<file path="src/rtl/adc_sched_pkg.sv">
`default_nettype none
package adc_sched_pkg;
	// ***************
	// sizes
	// ***************
	localparam int NUM_SLOTS = 16;
	localparam int TRIG_CODES = 19;
	localparam int CONV_CYCLES = 13;
	localparam logic [5:0] POINTER_RESET = 6'h20;
	// ***************
	// apb byte offsets
	// ***************
	localparam logic [7:0] CTRL_ONE_OFS = 8'h00;
	localparam logic [7:0] SAMPLE_MODE_OFS = 8'h04;
	localparam logic [7:0] ISEL_ONE_OFS = 8'h08;
	localparam logic [7:0] ISEL_TWO_OFS = 8'h0c;
	localparam logic [7:0] FORCE_OFS = 8'h10;
	localparam logic [7:0] PRIORITY_OFS = 8'h14;
	localparam logic [7:0] STATUS_OFS = 8'h18;
	localparam logic [1:0] SLOT_CTL_PAGE = 2'h1;
	localparam logic [1:0] RESULT_PAGE = 2'h2;
	// ***************
	// field layout
	// ***************
	localparam int WIN_LSB = 0;
	localparam int WIN_W = 6;
	localparam int CHAN_LSB = 6;
	localparam int CHAN_W = 4;
	localparam int TSEL_LSB = 11;
	localparam int TSEL_W = 5;
	localparam int MOD_RESET_BIT = 14;
	localparam int BOUND_W = 5;
	localparam int PTR_LSB = 5;
	localparam logic [15:0] SLOT_CTL_RESET = 16'h0000;
	localparam logic [4:0] BOUND_RESET = 5'h00;
	// ***************
	// interrupt-trigger select codes
	// ***************
	localparam logic [1:0] ISEL_NONE = 2'h0;
	localparam logic [1:0] ISEL_IRQ_ONE = 2'h1;
	localparam logic [1:0] ISEL_IRQ_TWO = 2'h2;
	// ***************
	// scheduler states
	// ***************
	typedef enum logic [1:0] {
		ST_IDLE = 2'b00,
		ST_SAMPLE = 2'b01,
		ST_CONV_A = 2'b10,
		ST_CONV_B = 2'b11
	} state_type;
endpackage : adc_sched_pkg
`default_nettype wire

</file>
<file path="src/rtl/adc_conversion_slot_scheduler.sv">
// The implementer's own choices: the APB interface to the registers and the placing of the registers.
`default_nettype none
// Overview of operation
// - each slot holds trigger, channel and sample window; one conversion per start, two for a pair
// - slots are configured independently; identical settings all still convert
// - trigger comes from trigger field when interrupt-trigger select bits are zero; codes 1 and 2 pick an irq instead, code 3 picks no trigger
// - writing force register bits raises a start for those slots
// - 6-bit sample window field; sampling lasts field plus one cycles
// - conversion takes 13 clocks after the sample window ends
// - trigger code 9 is pwm unit 3 event a; channel codes pick inputs
// - result goes to the slot's own result register; a pair puts a in the even one and b in the odd one
// - one shared trigger starts all its slots, converted one after another
// - triggers: software, cpu timers 0-2, external irq two, pwm 1-7 a/b
// - converter irq one and two can retrigger slots per select registers
// - sequential mode: 4-bit channel field picks one input
// - simultaneous mode: top channel bit ignored, low three pick a/b pair
// - several pending slots are ordered by round robin by default
// - pointer holds last slot served; next higher slot wins, wrapping
// - pointer resets to 32, which gives slot 0 top priority
// - pointer reset by device reset, module reset bit or priority write
// - pending high-priority slot goes next; pointer not advanced by it
// - boundary field is first non-high slot; lower slots are high priority
// - simultaneous high-priority triggers: lower slot number goes first
module adc_conversion_slot_scheduler #(
	parameter int RES_W = 12
) (
	// clock and reset
	input wire logic clock_i,
	input wire logic arst_n_i,
	// apb slave
	input wire logic psel_i,
	input wire logic penable_i,
	input wire logic pwrite_i,
	input wire logic [7:0] paddr_i,
	input wire logic [31:0] pwdata_i,
	output logic [31:0] prdata_o,
	output logic pready_o,
	output logic pslverr_o,
	// trigger sources
	input wire logic [2:0] timer_irq_i,
	input wire logic external_irq_two_i,
	input wire logic [6:0] pwm_event_a_i,
	input wire logic [6:0] pwm_event_b_i,
	input wire logic converter_irq_one_i,
	input wire logic converter_irq_two_i,
	// converter core
	input wire logic [RES_W-1:0] core_result_i,
	output logic sample_o,
	output logic convert_o,
	output logic [3:0] channel_o,
	output logic pair_mode_o,
	output logic result_done_o,
	output logic [3:0] result_slot_o
);
	localparam int N = adc_sched_pkg::NUM_SLOTS;

	// ***************
	// state
	// ***************
	logic [15:0] slot_control_reg_r [N];
	logic [RES_W-1:0] result_slot_reg_r [N];
	logic [7:0] sample_mode_r;
	logic [31:0] isel_r;
	logic [4:0] high_priority_boundary_r;
	logic [5:0] last_served_pointer_r;
	logic [N-1:0] pend_r;
	logic [N-1:0] pend_nxt;
	adc_sched_pkg::state_type state_r;
	logic [5:0] cnt_r;
	logic [3:0] cur_r;
	logic pair_r;
	logic [3:0] chan_r;
	logic done_r;
	logic [3:0] done_slot_r;
	logic [31:0] prdata_r;
	logic pslverr_r;

	// ***************
	// bus decode
	// ***************
	logic setup;
	logic wr_en;
	logic soft_rst;
	logic wr_prio;
	logic wr_force;
	logic wr_slot;
	logic [3:0] addr_idx;
	logic [31:0] rd_data;
	logic rd_err;

	assign setup = psel_i && !penable_i;
	assign wr_en = psel_i && penable_i && pwrite_i;
	assign addr_idx = paddr_i[5:2];
	// a misaligned address is refused, so it must not land in a slot either
	assign wr_slot = wr_en && (paddr_i[7:6] == adc_sched_pkg::SLOT_CTL_PAGE)
		&& (paddr_i[1:0] == 2'h0);
	assign wr_force = wr_en && (paddr_i == adc_sched_pkg::FORCE_OFS);
	assign wr_prio = wr_en && (paddr_i == adc_sched_pkg::PRIORITY_OFS);
	// module reset bit is a strobe: it clears the block and reads back as zero
	assign soft_rst = wr_en && (paddr_i == adc_sched_pkg::CTRL_ONE_OFS)
		&& pwdata_i[adc_sched_pkg::MOD_RESET_BIT];

	// ***************
	// field helpers
	// ***************
	function automatic logic [5:0] win_of(input logic [15:0] c);
		win_of = c[adc_sched_pkg::WIN_LSB +: adc_sched_pkg::WIN_W];
	endfunction : win_of

	function automatic logic [3:0] chan_of(input logic [15:0] c);
		chan_of = c[adc_sched_pkg::CHAN_LSB +: adc_sched_pkg::CHAN_W];
	endfunction : chan_of

	function automatic logic [4:0] tsel_of(input logic [15:0] c);
		tsel_of = c[adc_sched_pkg::TSEL_LSB +: adc_sched_pkg::TSEL_W];
	endfunction : tsel_of

	function automatic logic slot_hit(
		input logic [15:0] c,
		input logic [1:0] sel,
		input logic [adc_sched_pkg::TRIG_CODES-1:0] tv,
		input logic irq1,
		input logic irq2
	);
		logic [4:0] code;
		code = tsel_of(c);
		slot_hit = 1'b0;
		// an interrupt feedback selection takes the place of the trigger field
		unique case (sel)
			adc_sched_pkg::ISEL_NONE: begin
				if (int'(code) < adc_sched_pkg::TRIG_CODES) begin
					slot_hit = tv[code];
				end
			end
			adc_sched_pkg::ISEL_IRQ_ONE: begin
				slot_hit = irq1;
			end
			adc_sched_pkg::ISEL_IRQ_TWO: begin
				slot_hit = irq2;
			end
			default: begin
				slot_hit = 1'b0;
			end
		endcase
	endfunction : slot_hit

	// ***************
	// trigger vector
	// ***************
	// code 0 is software only, so it never fires from hardware
	logic [adc_sched_pkg::TRIG_CODES-1:0] trig_vec;

	always_comb begin
		trig_vec = '0;
		trig_vec[3:1] = timer_irq_i;
		trig_vec[4] = external_irq_two_i;
		for (int k = 0; k < 7; k++) begin
			trig_vec[5 + 2 * k] = pwm_event_a_i[k];
			trig_vec[6 + 2 * k] = pwm_event_b_i[k];
		end
	end

	logic [N-1:0] hits;

	always_comb begin
		for (int s = 0; s < N; s++) begin
			// every slot decodes on its own, so shared triggers start them all
			hits[s] = slot_hit(slot_control_reg_r[s], isel_r[2 * s +: 2], trig_vec,
				converter_irq_one_i, converter_irq_two_i);
		end
	end

	// ***************
	// arbitration
	// ***************
	logic gnt_valid;
	logic [3:0] gnt_idx;
	logic gnt_high;
	logic take;

	slot_arbiter #(
		.NUM(N)
	) u_arbiter (
		.pend_i(pend_r),
		.boundary_i(high_priority_boundary_r),
		.ptr_i(last_served_pointer_r),
		.valid_o(gnt_valid),
		.idx_o(gnt_idx),
		.high_o(gnt_high)
	);

	// only the idle state grants, which keeps one slot in flight
	assign take = (state_r == adc_sched_pkg::ST_IDLE) && gnt_valid;

	// ***************
	// pending flags
	// ***************
	always_comb begin
		pend_nxt = pend_r;
		if (take) begin
			pend_nxt[gnt_idx] = 1'b0;
		end
		// a new trigger in the clearing cycle is kept
		pend_nxt = pend_nxt | hits;
		if (wr_force) begin
			pend_nxt = pend_nxt | pwdata_i[N-1:0];
		end
	end

	always_ff @(posedge clock_i or negedge arst_n_i) begin
		if (!arst_n_i) begin
			pend_r <= '0;
		end else if (soft_rst) begin
			pend_r <= '0;
		end else begin
			pend_r <= pend_nxt;
		end
	end

	// ***************
	// round robin pointer
	// ***************
	always_ff @(posedge clock_i or negedge arst_n_i) begin
		if (!arst_n_i) begin
			last_served_pointer_r <= adc_sched_pkg::POINTER_RESET;
		end else if (soft_rst || wr_prio) begin
			last_served_pointer_r <= adc_sched_pkg::POINTER_RESET;
		end else if (take && !gnt_high) begin
			last_served_pointer_r <= {2'h0, gnt_idx};
		end
	end

	// ***************
	// conversion sequencer
	// ***************
	logic cnt_zero;
	logic [3:0] cap_idx;
	logic cap_en;
	logic [3:0] gnt_chan;

	assign gnt_chan = chan_of(slot_control_reg_r[gnt_idx]);

	assign cnt_zero = (cnt_r == 6'h00);
	assign cap_en = cnt_zero
		&& ((state_r == adc_sched_pkg::ST_CONV_A) || (state_r == adc_sched_pkg::ST_CONV_B));
	// the slot index names the result register, never the channel
	assign cap_idx = !pair_r ? cur_r
		: (state_r == adc_sched_pkg::ST_CONV_B) ? {cur_r[3:1], 1'b1}
		: {cur_r[3:1], 1'b0};

	always_ff @(posedge clock_i or negedge arst_n_i) begin
		if (!arst_n_i) begin
			state_r <= adc_sched_pkg::ST_IDLE;
			cnt_r <= 6'h00;
			cur_r <= 4'h0;
			pair_r <= 1'b0;
			chan_r <= 4'h0;
		end else if (soft_rst) begin
			state_r <= adc_sched_pkg::ST_IDLE;
			cnt_r <= 6'h00;
			cur_r <= 4'h0;
			pair_r <= 1'b0;
			chan_r <= 4'h0;
		end else begin
			unique case (state_r)
				adc_sched_pkg::ST_IDLE: begin
					if (take) begin
						state_r <= adc_sched_pkg::ST_SAMPLE;
						cur_r <= gnt_idx;
						cnt_r <= win_of(slot_control_reg_r[gnt_idx]);
						pair_r <= sample_mode_r[gnt_idx[3:1]];
						if (sample_mode_r[gnt_idx[3:1]]) begin
							chan_r <= {1'b0, gnt_chan[2:0]};
						end else begin
							chan_r <= gnt_chan;
						end
					end
				end
				adc_sched_pkg::ST_SAMPLE: begin
					if (cnt_zero) begin
						state_r <= adc_sched_pkg::ST_CONV_A;
						cnt_r <= 6'(adc_sched_pkg::CONV_CYCLES - 1);
					end else begin
						cnt_r <= cnt_r - 6'h01;
					end
				end
				adc_sched_pkg::ST_CONV_A: begin
					if (cnt_zero && pair_r) begin
						state_r <= adc_sched_pkg::ST_CONV_B;
						cnt_r <= 6'(adc_sched_pkg::CONV_CYCLES - 1);
					end else if (cnt_zero) begin
						state_r <= adc_sched_pkg::ST_IDLE;
					end else begin
						cnt_r <= cnt_r - 6'h01;
					end
				end
				adc_sched_pkg::ST_CONV_B: begin
					if (cnt_zero) begin
						state_r <= adc_sched_pkg::ST_IDLE;
					end else begin
						cnt_r <= cnt_r - 6'h01;
					end
				end
			endcase
		end
	end

	// ***************
	// results
	// ***************
	always_ff @(posedge clock_i or negedge arst_n_i) begin
		if (!arst_n_i) begin
			for (int s = 0; s < N; s++) begin
				result_slot_reg_r[s] <= '0;
			end
		end else if (soft_rst) begin
			for (int s = 0; s < N; s++) begin
				result_slot_reg_r[s] <= '0;
			end
		end else if (cap_en) begin
			result_slot_reg_r[cap_idx] <= core_result_i;
		end
	end

	always_ff @(posedge clock_i or negedge arst_n_i) begin
		if (!arst_n_i) begin
			done_r <= 1'b0;
			done_slot_r <= 4'h0;
		end else begin
			done_r <= cap_en && !soft_rst;
			if (cap_en) begin
				done_slot_r <= cap_idx;
			end
		end
	end

	// ***************
	// configuration registers
	// ***************
	// all slots load from their own address, with no shared fields
	always_ff @(posedge clock_i or negedge arst_n_i) begin
		if (!arst_n_i) begin
			for (int s = 0; s < N; s++) begin
				slot_control_reg_r[s] <= adc_sched_pkg::SLOT_CTL_RESET;
			end
		end else if (soft_rst) begin
			for (int s = 0; s < N; s++) begin
				slot_control_reg_r[s] <= adc_sched_pkg::SLOT_CTL_RESET;
			end
		end else if (wr_slot) begin
			slot_control_reg_r[addr_idx] <= pwdata_i[15:0];
		end
	end

	always_ff @(posedge clock_i or negedge arst_n_i) begin
		if (!arst_n_i) begin
			sample_mode_r <= 8'h00;
			isel_r <= 32'h0000_0000;
			high_priority_boundary_r <= adc_sched_pkg::BOUND_RESET;
		end else if (soft_rst) begin
			sample_mode_r <= 8'h00;
			isel_r <= 32'h0000_0000;
			high_priority_boundary_r <= adc_sched_pkg::BOUND_RESET;
		end else if (wr_en) begin
			if (paddr_i == adc_sched_pkg::SAMPLE_MODE_OFS) begin
				sample_mode_r <= pwdata_i[7:0];
			end
			if (paddr_i == adc_sched_pkg::ISEL_ONE_OFS) begin
				isel_r[15:0] <= pwdata_i[15:0];
			end
			if (paddr_i == adc_sched_pkg::ISEL_TWO_OFS) begin
				isel_r[31:16] <= pwdata_i[15:0];
			end
			if (wr_prio) begin
				high_priority_boundary_r <= pwdata_i[adc_sched_pkg::BOUND_W-1:0];
			end
		end
	end

	// ***************
	// read mux
	// ***************
	always_comb begin
		rd_data = 32'h0000_0000;
		rd_err = 1'b0;
		if (paddr_i[1:0] != 2'h0) begin
			rd_err = 1'b1;
		end else if (paddr_i[7:6] == adc_sched_pkg::SLOT_CTL_PAGE) begin
			rd_data = {16'h0000, slot_control_reg_r[addr_idx]};
		end else if (paddr_i[7:6] == adc_sched_pkg::RESULT_PAGE) begin
			rd_data = {{(32 - RES_W){1'b0}}, result_slot_reg_r[addr_idx]};
		end else begin
			unique case (paddr_i)
				adc_sched_pkg::CTRL_ONE_OFS: rd_data = 32'h0000_0000;
				adc_sched_pkg::SAMPLE_MODE_OFS: rd_data = {24'h00_0000, sample_mode_r};
				adc_sched_pkg::ISEL_ONE_OFS: rd_data = {16'h0000, isel_r[15:0]};
				adc_sched_pkg::ISEL_TWO_OFS: rd_data = {16'h0000, isel_r[31:16]};
				adc_sched_pkg::FORCE_OFS: rd_data = {16'h0000, pend_r};
				adc_sched_pkg::PRIORITY_OFS: begin
					rd_data = {21'h00_0000, last_served_pointer_r, high_priority_boundary_r};
				end
				adc_sched_pkg::STATUS_OFS: rd_data = {24'h00_0000, cur_r, 2'h0, state_r};
				default: rd_err = 1'b1;
			endcase
		end
	end

	// read data is captured in setup so it comes from a flop in access
	always_ff @(posedge clock_i or negedge arst_n_i) begin
		if (!arst_n_i) begin
			prdata_r <= 32'h0000_0000;
			pslverr_r <= 1'b0;
		end else if (setup) begin
			prdata_r <= pwrite_i ? 32'h0000_0000 : rd_data;
			pslverr_r <= rd_err;
		end
	end

	// ***************
	// outputs
	// ***************
	assign prdata_o = prdata_r;
	assign pready_o = 1'b1;
	assign pslverr_o = pslverr_r && psel_i && penable_i;
	assign sample_o = (state_r == adc_sched_pkg::ST_SAMPLE);
	assign convert_o = state_r[1];
	assign channel_o = chan_r;
	assign pair_mode_o = pair_r;
	assign result_done_o = done_r;
	assign result_slot_o = done_slot_r;
endmodule : adc_conversion_slot_scheduler
`default_nettype wire

</file>
<file path="src/rtl/slot_arbiter.sv">
`default_nettype none
module slot_arbiter #(
	parameter int NUM = 16
) (
	// requests
	input wire logic [NUM-1:0] pend_i,
	input wire logic [4:0] boundary_i,
	input wire logic [5:0] ptr_i,
	// grant
	output logic valid_o,
	output logic [$clog2(NUM)-1:0] idx_o,
	output logic high_o
);
	int start;
	int j;

	always_comb begin
		start = 0;
		j = 0;
		valid_o = 1'b0;
		idx_o = '0;
		high_o = 1'b0;
		// descending scan so the lowest high-priority slot wins
		for (int i = NUM - 1; i >= 0; i--) begin
			if (pend_i[i] && (i < int'(boundary_i))) begin
				valid_o = 1'b1;
				high_o = 1'b1;
				idx_o = i[$clog2(NUM)-1:0];
			end
		end
		if (!high_o) begin
			// reset pointer value puts slot 0 first on the wheel
			if (ptr_i == adc_sched_pkg::POINTER_RESET) begin
				start = 0;
			end else begin
				start = (int'(ptr_i) + 1) % NUM;
			end
			for (int k = NUM - 1; k >= 0; k--) begin
				j = (start + k) % NUM;
				if (pend_i[j]) begin
					valid_o = 1'b1;
					idx_o = j[$clog2(NUM)-1:0];
				end
			end
		end
	end
endmodule : slot_arbiter
`default_nettype wire

</file>
<file path="config.mk">
export PLATFORM = sky130hd
export DESIGN_NAME = adc_conversion_slot_scheduler
export DESIGN_NICKNAME = d
export VERILOG_FILES = /design/src/rtl/adc_sched_pkg.sv /design/src/rtl/adc_conversion_slot_scheduler.sv /design/src/rtl/slot_arbiter.sv
export SDC_FILE = /design/constraint.sdc
export NUM_CORES = 1
export LEC_CHECK = 0
export BUFFER_PORTS_ARGS = -buffer_cell sky130_fd_sc_hd__buf_2
export CORE_MARGIN = 4
export CORE_UTILIZATION = 50
export DETAILED_ROUTE_END_ITERATION = 8
export PLACE_DENSITY = 0.66
export SLEW_MARGIN = 30
export SYNTH_ARGS = -nofsm -noshare
export SYNTH_HDL_FRONTEND = slang
export SYNTH_HIERARCHICAL = 1
export SYNTH_SLANG_ARGS = --single-unit
</file>
<file path="constraint.sdc">
create_clock -name clock_i -period 18.1 [get_ports clock_i]
set_input_delay 3.62 -clock clock_i [delete_from_list [all_inputs] [get_ports clock_i]]
set_output_delay 3.62 -clock clock_i [all_outputs]
set_load 0.005 [all_outputs]
</file>
After elaboration in Yosys (flattened, before gate mapping):

Index checks and enable logic that the tools add are counted.

* flip-flop bits (word level): 570
* logic and storage cells: 552
* output and inout port bits: 46

* $lt $le $gt $ge: 72
* reduce and logical (&&, ||, !) cells: 95
* add/subtract/negate cells: 17
* muxes and demuxes: 251
* bitwise operators: 24
* equality and inequality tests: 46

Operators with widths (number)
* 2-to-1 mux 256 bit: 2
* 2-to-1 mux 192 bit: 2
* adder 32 x 5 -> 32 bit (second input constant): 8
* bitwise mux 256 bit: 1
* 2-to-1 mux 32 bit: 7
* bitwise mux 192 bit: 1
* less-than comparator 5 x 6 -> 1 bit (second input constant): 32
* 2-to-1 mux 4 bit: 40
* 2-to-1 mux 16 bit: 9
* adder 32 x 4 -> 32 bit (second input constant): 4
* binary-select mux 16 bit (select 4 bit): 2
* 2-to-1 mux 1 bit: 108
* case mux 16 bit (6 select lines): 1
* binary-select mux 1 bit (select 5 bit): 16
* less-than comparator 5 bit (second input constant): 16
* OR reduction 4 bit: 17
* adder 32 x 3 -> 32 bit (second input constant): 2
* binary-select mux 1 bit (select 4 bit): 16
* demux 16 bit (select 4 bit): 1
* binary-select mux 12 bit (select 4 bit): 1
* demux 12 bit (select 4 bit): 1
* case mux 1 bit (3 select lines): 16
* 2-to-1 mux 6 bit: 7
* less-than comparator 4 x 5 -> 1 bit (first input constant): 8
* 43 further kinds: 187

Logic depth before layout (Yosys ltp):

* depth in word-level cells: 53
* depth in mapped cells: 29

By module:

The synthesis kept the hierarchy.

Modules (own cells, without submodules)
* adc_conversion_slot_scheduler: sequential area each 13839.5 um^2, cells each 2860, area an instance 31979.4 um^2, times used 1
* slot_arbiter: sequential area each 0.0 um^2, cells each 496, area an instance 3598.5 um^2, times used 1

Worst setup path after synthesis:

No wires, ideal clock.

* kind: input -> output
* start: input port psel_i
* end: output port pslverr_o
* arrival: 3772 ps
* path slack: 10708 ps
* cell stages on the path: 1
* required time: 14480 ps
* cells stage by stage: and3_1

* word-level cells in the longest chain between the ends: 2

Ends and longest elaborated chain
* start: declaration: RTL line adc_conversion_slot_scheduler.sv:31 `input wire logic psel_i,`
* logical AND 1 bit (2 in series): RTL line adc_conversion_slot_scheduler.sv:424 `assign pslverr_o = pslverr_r && psel_i && penable_i;`
* end: declaration: RTL line adc_conversion_slot_scheduler.sv:38 `output logic pslverr_o,`

Every way passes these cells.

Worst setup path in the final report:

* start: register last_served_pointer_r[0]
* end: register cnt_r[0]

* word-level cells in the longest chain between the ends: 31

Ends and longest elaborated chain
* start: declaration: RTL line adc_conversion_slot_scheduler.sv:65 `logic [5:0] last_served_pointer_r;`
* start signal: assignment: RTL line adc_conversion_slot_scheduler.sv:225 `last_served_pointer_r <= adc_sched_pkg::POINTER_RESET;`
* start signal: assignment: RTL line adc_conversion_slot_scheduler.sv:227 `last_served_pointer_r <= adc_sched_pkg::POINTER_RESET;`
* start signal: assignment: RTL line adc_conversion_slot_scheduler.sv:229 `last_served_pointer_r <= {2'h0, gnt_idx};`
* adder 4 x 1 -> 4 bit / equality test 6 bit (equally long branches): RTL line slot_arbiter.sv:36, slot_arbiter.sv:33
* 2-to-1 mux 32 bit *: RTL line slot_arbiter.sv:33 `if (ptr_i == adc_sched_pkg::POINTER_RESET) begin`
* 2-to-1 mux 32 bit *: RTL line slot_arbiter.sv:31 `if (!high_o) begin`
* adder 32 x 5 -> 32 bit: RTL line slot_arbiter.sv:39 `j = (start + k) % NUM;`
* binary-select mux 1 bit (select 4 bit): RTL line slot_arbiter.sv:40 `if (pend_i[j]) begin`
* 2-to-1 mux 1 bit (not written as such) (2 in series): RTL line slot_arbiter.sv:40
* 2-to-1 mux 4 bit (15 in series): RTL line slot_arbiter.sv:40
* 2-to-1 mux 4 bit *: RTL line slot_arbiter.sv:40
* 2-to-1 mux 4 bit *: RTL line slot_arbiter.sv:31
* via gnt_idx[0]: RTL line adc_conversion_slot_scheduler.sv:177 `logic [3:0] gnt_idx;`
* inverter 4 -> 5 bit (not written as such) *: RTL line adc_conversion_slot_scheduler.sv:270 `cnt_r <= win_of(slot_control_reg_r[gnt_idx]);`
* binary-select mux 16 bit (select 4 bit) *: RTL line adc_conversion_slot_scheduler.sv:270
* 2-to-1 mux 10 bit (not written as such) * (2 in series): RTL line adc_conversion_slot_scheduler.sv:270
* 2-to-1 mux 6 bit *: RTL line adc_conversion_slot_scheduler.sv:267 `if (take) begin`
* case mux 6 bit (4 select lines) *: RTL line adc_conversion_slot_scheduler.sv:265 `unique case (state_r)`
* 2-to-1 mux 6 bit *: RTL line adc_conversion_slot_scheduler.sv:258 `end else if (soft_rst) begin`
* end signal: assignment: RTL line adc_conversion_slot_scheduler.sv:270
* end signal: assignment: RTL line adc_conversion_slot_scheduler.sv:282 `cnt_r <= 6'(adc_sched_pkg::CONV_CYCLES - 1);`
* end signal: assignment: RTL line adc_conversion_slot_scheduler.sv:284 `cnt_r <= cnt_r - 6'h01;`
* end: declaration: RTL line adc_conversion_slot_scheduler.sv:69 `logic [5:0] cnt_r;`

Mark *: on every way through the listed nets, which the timed path passes. The rest lies on a longest branch. The select of a mux whose other input is x is not followed.
A chain may end at the register's enable or synchronous reset.

==> results.md <==
- CP Buf/Inv Count: 7
- Reg2reg start: last_served_pointer_r[0]
- Met3 WL: 9.54 mm
- Post_cts resized: 0
- Post-synthesis xor/xnor area fraction: 0.00457
- Rows: 97
- Sw Ratio: 0.443
- Family with the most delay on the worst path: buffers and inverters
- Die H: 275 um
- H-tree Lvls: 2
- Post-synth EDFFs: 0
- Adder-cell share of the synthesized area: 0.00387
- CP Launch Type: flip-flop
- Iter 0 DRT Violations: 3245
- Clock latency on the worst-skew pair: 0.67 ns
- Max incr delay on CP: 0.76 ns
- Largest net degree at the start of global routing: 253
- Max_cap viols: 0
- Power per Cell Area: 157 mW/mm^2
- Clock tree sinks: 553
- RSZ-0062 raised after global routing: false
- Layout cell share with drive strength beyond 1: 0.178
- Asr flop ratio synth: 1.00
- Setup TNS: 0 ns
- Reg power frac: 0.256
- Post-Synthesis Cell Area: 0.0356 mm^2
- Peak supply drop: 0.213 mV
- Drt total wl: 114 mm
- Max FO, Critical Path: 41
- DRC errors left: 0
- Placed cell count: 4099
- Fin worst setup slack: 9.42 ns
- CORE AREA: 0.0703 mm^2
- Worst-path cell with the longest stage delay: o41ai_4
- Vias in the first global route: 27.8k
- Final std cells w/o fill: 4220
- Core Util, Final: 0.546
- Fin area: 0.0384 mm^2
- Final period util: 0.479
- Vias: 28.1k
- TritonRoute pass-1 iters: 6
- Initial Util: 0.506
- Top Metal Used: met5
- Compound-gate portion of the synthesized area: 0.0919
- DIE WIDTH: 275 um
- Max clock buf depth: 3
- Cell Int Power: 3.36 mW
- Post-synthesis mux area share: 0.316
- CTS tree: yes
- Placed cell area: 0.0360 mm^2
- Worst endpoint required time: 18.56 ns
- Die area: 0.0755 mm^2
- Crit-path cells: buf_4 -> clkinv_1 -> ha_2 -> nor4bb_4 -> a21oi_4 -> inv_1 -> ha_1 -> buf_4 -> clkinv_1 -> mux4_2 -> nand3_1 -> mux2_2 -> mux2i_1 -> a2111oi_0 -> a31oi_1 -> o41ai_4 -> buf_4 -> buf_12 -> mux4_2 -> mux4_2 -> a21oi_1 -> a2bb2oi_1 -> nor2_1
- Nets: 3314
- Syn avg cell area: 10.6 um^2
- Worst slack after detailed placement: 9.44 ns
- Port Buffer Count: 89
- Ports: 123
- Met2 wire len: 52.7 mm
- Critical path class: flip-flop to flip-flop
- Hpwl dp: 73.7 mm
- Final setup violation count: 0
- Root Buffer: clkbuf_16
- GR Overflow Total: 0
- Clock Skews: 0.0561 ns
- LEAKAGE: 18.4 nW
- Placer congestion estimate: 0.912
- Detail Route Antenna Nets: 0
- Cell count of the worst reg-to-reg path: 23
- CTS clock-pin slew for the worst setup and hold paths: 0.06 ns
- Flop2flop setup slack: 9.42 ns
- Relative slew margins: 0.314
- Hold-fix buffers, CTS: 0
- Post-CTS setup buffers: 0
- Layout Area Growth over Synthesis: 7.80%
- Simple-Gate Fraction of Synth Area: 0.139
- Arrival time of the worst setup path: 9.14 ns
- Num CTS Buffers: 61
- Crit end category: flip-flop
- Measured slew at the worst slew-check pin: 1.03 ns
- Mapped Cells: 3356
- Psw: 2.67 mW
- Gr usage total: 0.299
- Min-Delay Path Depth: 2
- Largest family of logic cells by synthesized area: multiplexers
- Status: complete, no violations
- Period minus WS final: 8.68 ns
- Met1 WL: 45.5 mm
- Min-delay worst type: flip-flop to flip-flop
- Synth cell types: 101
- Clock share of power: 0.225
- Max-slew violations: 0
- End of the worst register-to-register path: cnt_r[0]
- Hold Fails Final Rpt: 0
- Synth Register Bits: 553
- Logic pwr share: 0.519
- Seq/Total Area, Yosys: 0.389
- Initial antenna violation count: 4
- Max Clock Freq: 115 MHz
- First-pass GRT wire length: 173 mm
- Top FF cell, synth: dfrtp_1
- Hold path startpoint: result_slot_o[0]
- Hold path endpoint: result_slot_o[0]
- Ys Warns: 6
- DR WL/cell: 26.9 um
- Vias per inst: 6.66
==> per-layer routing <==
layer	track usage	vias up
li1	-	12017
met3	0.0513	299
met2	0.467	1453
met4	0.137	4
met1	0.411	14332
met5	0	-
==> power by group through the flow <==
stage,Sequential (mW),Combinational [mW],Clock [mW]
finish,1.54,3.13,1.36
CTS,1.54,3.06,1.37
global placement,1.55,3.01,0
floorplan,1.45,2.31,0
detailed placement,1.56,3.05,0
global route,1.56,3.34,1.42
==> layout make-up <==
cell class / instances / area, um^2
flip-flops and latches: 553 / 13800
well taps: 940 / 1180
repair buffers: 148 / 1010
diodes: 2 / 5.00
inverters: 27 / 106
clock buffers: 84 / 1790
fillers: 5965 / 31900
clock inverters: 31 / 429
multi-input cells: 2435 / 20000
==> synthesized netlist by cell type (10+ instances only) <==
master / n / area share
nand3_1: 105 / 0.015
a2111oi_0: 12 / 0.0030
clkbuf_1: 151 / 0.016
buf_1: 17 / 0.0018
dfrtp_1: 552 / 0.39
nand2_1: 184 / 0.019
nor3_1: 52 / 0.0073
a221oi_1: 13 / 0.0032
o22ai_1: 37 / 0.0065
buf_6: 15 / 0.0047
nor2b_1: 26 / 0.0046
mux2i_1: 571 / 0.16
nand3b_1: 26 / 0.0055
o211ai_1: 10 / 0.0021
mux4_2: 224 / 0.14
a21oi_1: 143 / 0.020
inv_1: 23 / 0.0024
ha_1: 11 / 0.0039
nor3b_1: 18 / 0.0038
o31ai_1: 14 / 0.0030
nor2_1: 522 / 0.055
buf_2: 111 / 0.016
a211o_1: 17 / 0.0042
a22oi_1: 27 / 0.0057
o21ai_0: 79 / 0.011
nor4_1: 19 / 0.0033
a31oi_1: 11 / 0.0019
a211oi_1: 32 / 0.0068
buf_4: 65 / 0.014
and3_1: 13 / 0.0023
mux2_2: 36 / 0.011
nand2b_1: 38 / 0.0067
==> flip-flops by register name, summed over array words and instances (netlist names), 5 cells and up <==
name	cells
slot_control_reg_r	256
result_slot_reg_r	192
isel_r	32
pend_r	16
prdata_o	16
sample_mode_r	8
cnt_r	6
high_priority_boundary_r	5
last_served_pointer_r	5
==> per-stage QoR <==
stage	total power, mW	hold WS, ns
2_1_floorplan	3.76	0.443
3_3_place_gp	4.56	0.467
3_5_place_dp	4.61	0.471
4_1_cts	5.97	0.484
5_1_grt	6.32	0.534
6_report	6.03	0.478
==> cells in the final DEF, fill, tap and decap left out, types with 8 or more instances in the layout <==
cell,n
a2111oi_0,12
a211o_1,17
a211oi_1,32
a21oi_1,143
a221o_1,8
a221oi_1,13
a22oi_1,27
a31oi_1,11
and3_1,12
buf_2,85
buf_4,50
bufinv_16,8
clkbuf_16,61
clkbuf_8,18
clkinv_2,17
conb_1,20
dfrtp_1,552
ha_1,10
inv_1,23
mux2_2,36
mux2i_1,571
mux4_2,224
nand2_1,184
nand2b_1,38
nand3_1,97
nand3_2,10
nand3b_1,26
nand4_1,8
nor2_1,522
nor2b_1,25
nor3_1,48
nor3b_1,17
nor4_1,19
o211ai_1,10
o21ai_0,79
o22ai_1,37
o31ai_1,14
xnor2_1,8
==> kinds of logic after synthesis <==
| logic type | count (synthesis) |
|---|---|
| AO/OA/AOI/OAI | 492 |
| buffers and inverters | 386 |
| adder cells (fa/ha/maj) | 11 |
| multiplexers | 836 |
| flip-flops | 553 |
| XOR/XNOR | 13 |
| AND/OR/NAND/NOR | 1063 |
| other | 2 |
==> worst reg2reg max path: cells and delay by family, from the launching register on <==
family,cells,cell delay (ns)
buffers and inverters,7,2.79
muxes,5,2.23
AOI/OAI and AO/OA,6,2.11
adders and majority gates,2,0.65
and+or+nand+nor,3,0.43
DFF,1,0.32
==> worst max path at each step <==
stage	start	endpoint	slack, ns	cells past startpoint
after floorplan	psel_i	pslverr_o	10.71	1
after global placement	last_served_pointer_r[0]	cnt_r[2]	9.56	23
after detailed placement	last_served_pointer_r[0]	cnt_r[0]	9.44	22
after CTS	last_served_pointer_r[0]	cnt_r[0]	9.43	22
after global routing	last_served_pointer_r[0]	cnt_r[2]	8.90	23
final	last_served_pointer_r[0]	cnt_r[0]	9.42	23
(Power assumes the default switching activity.)
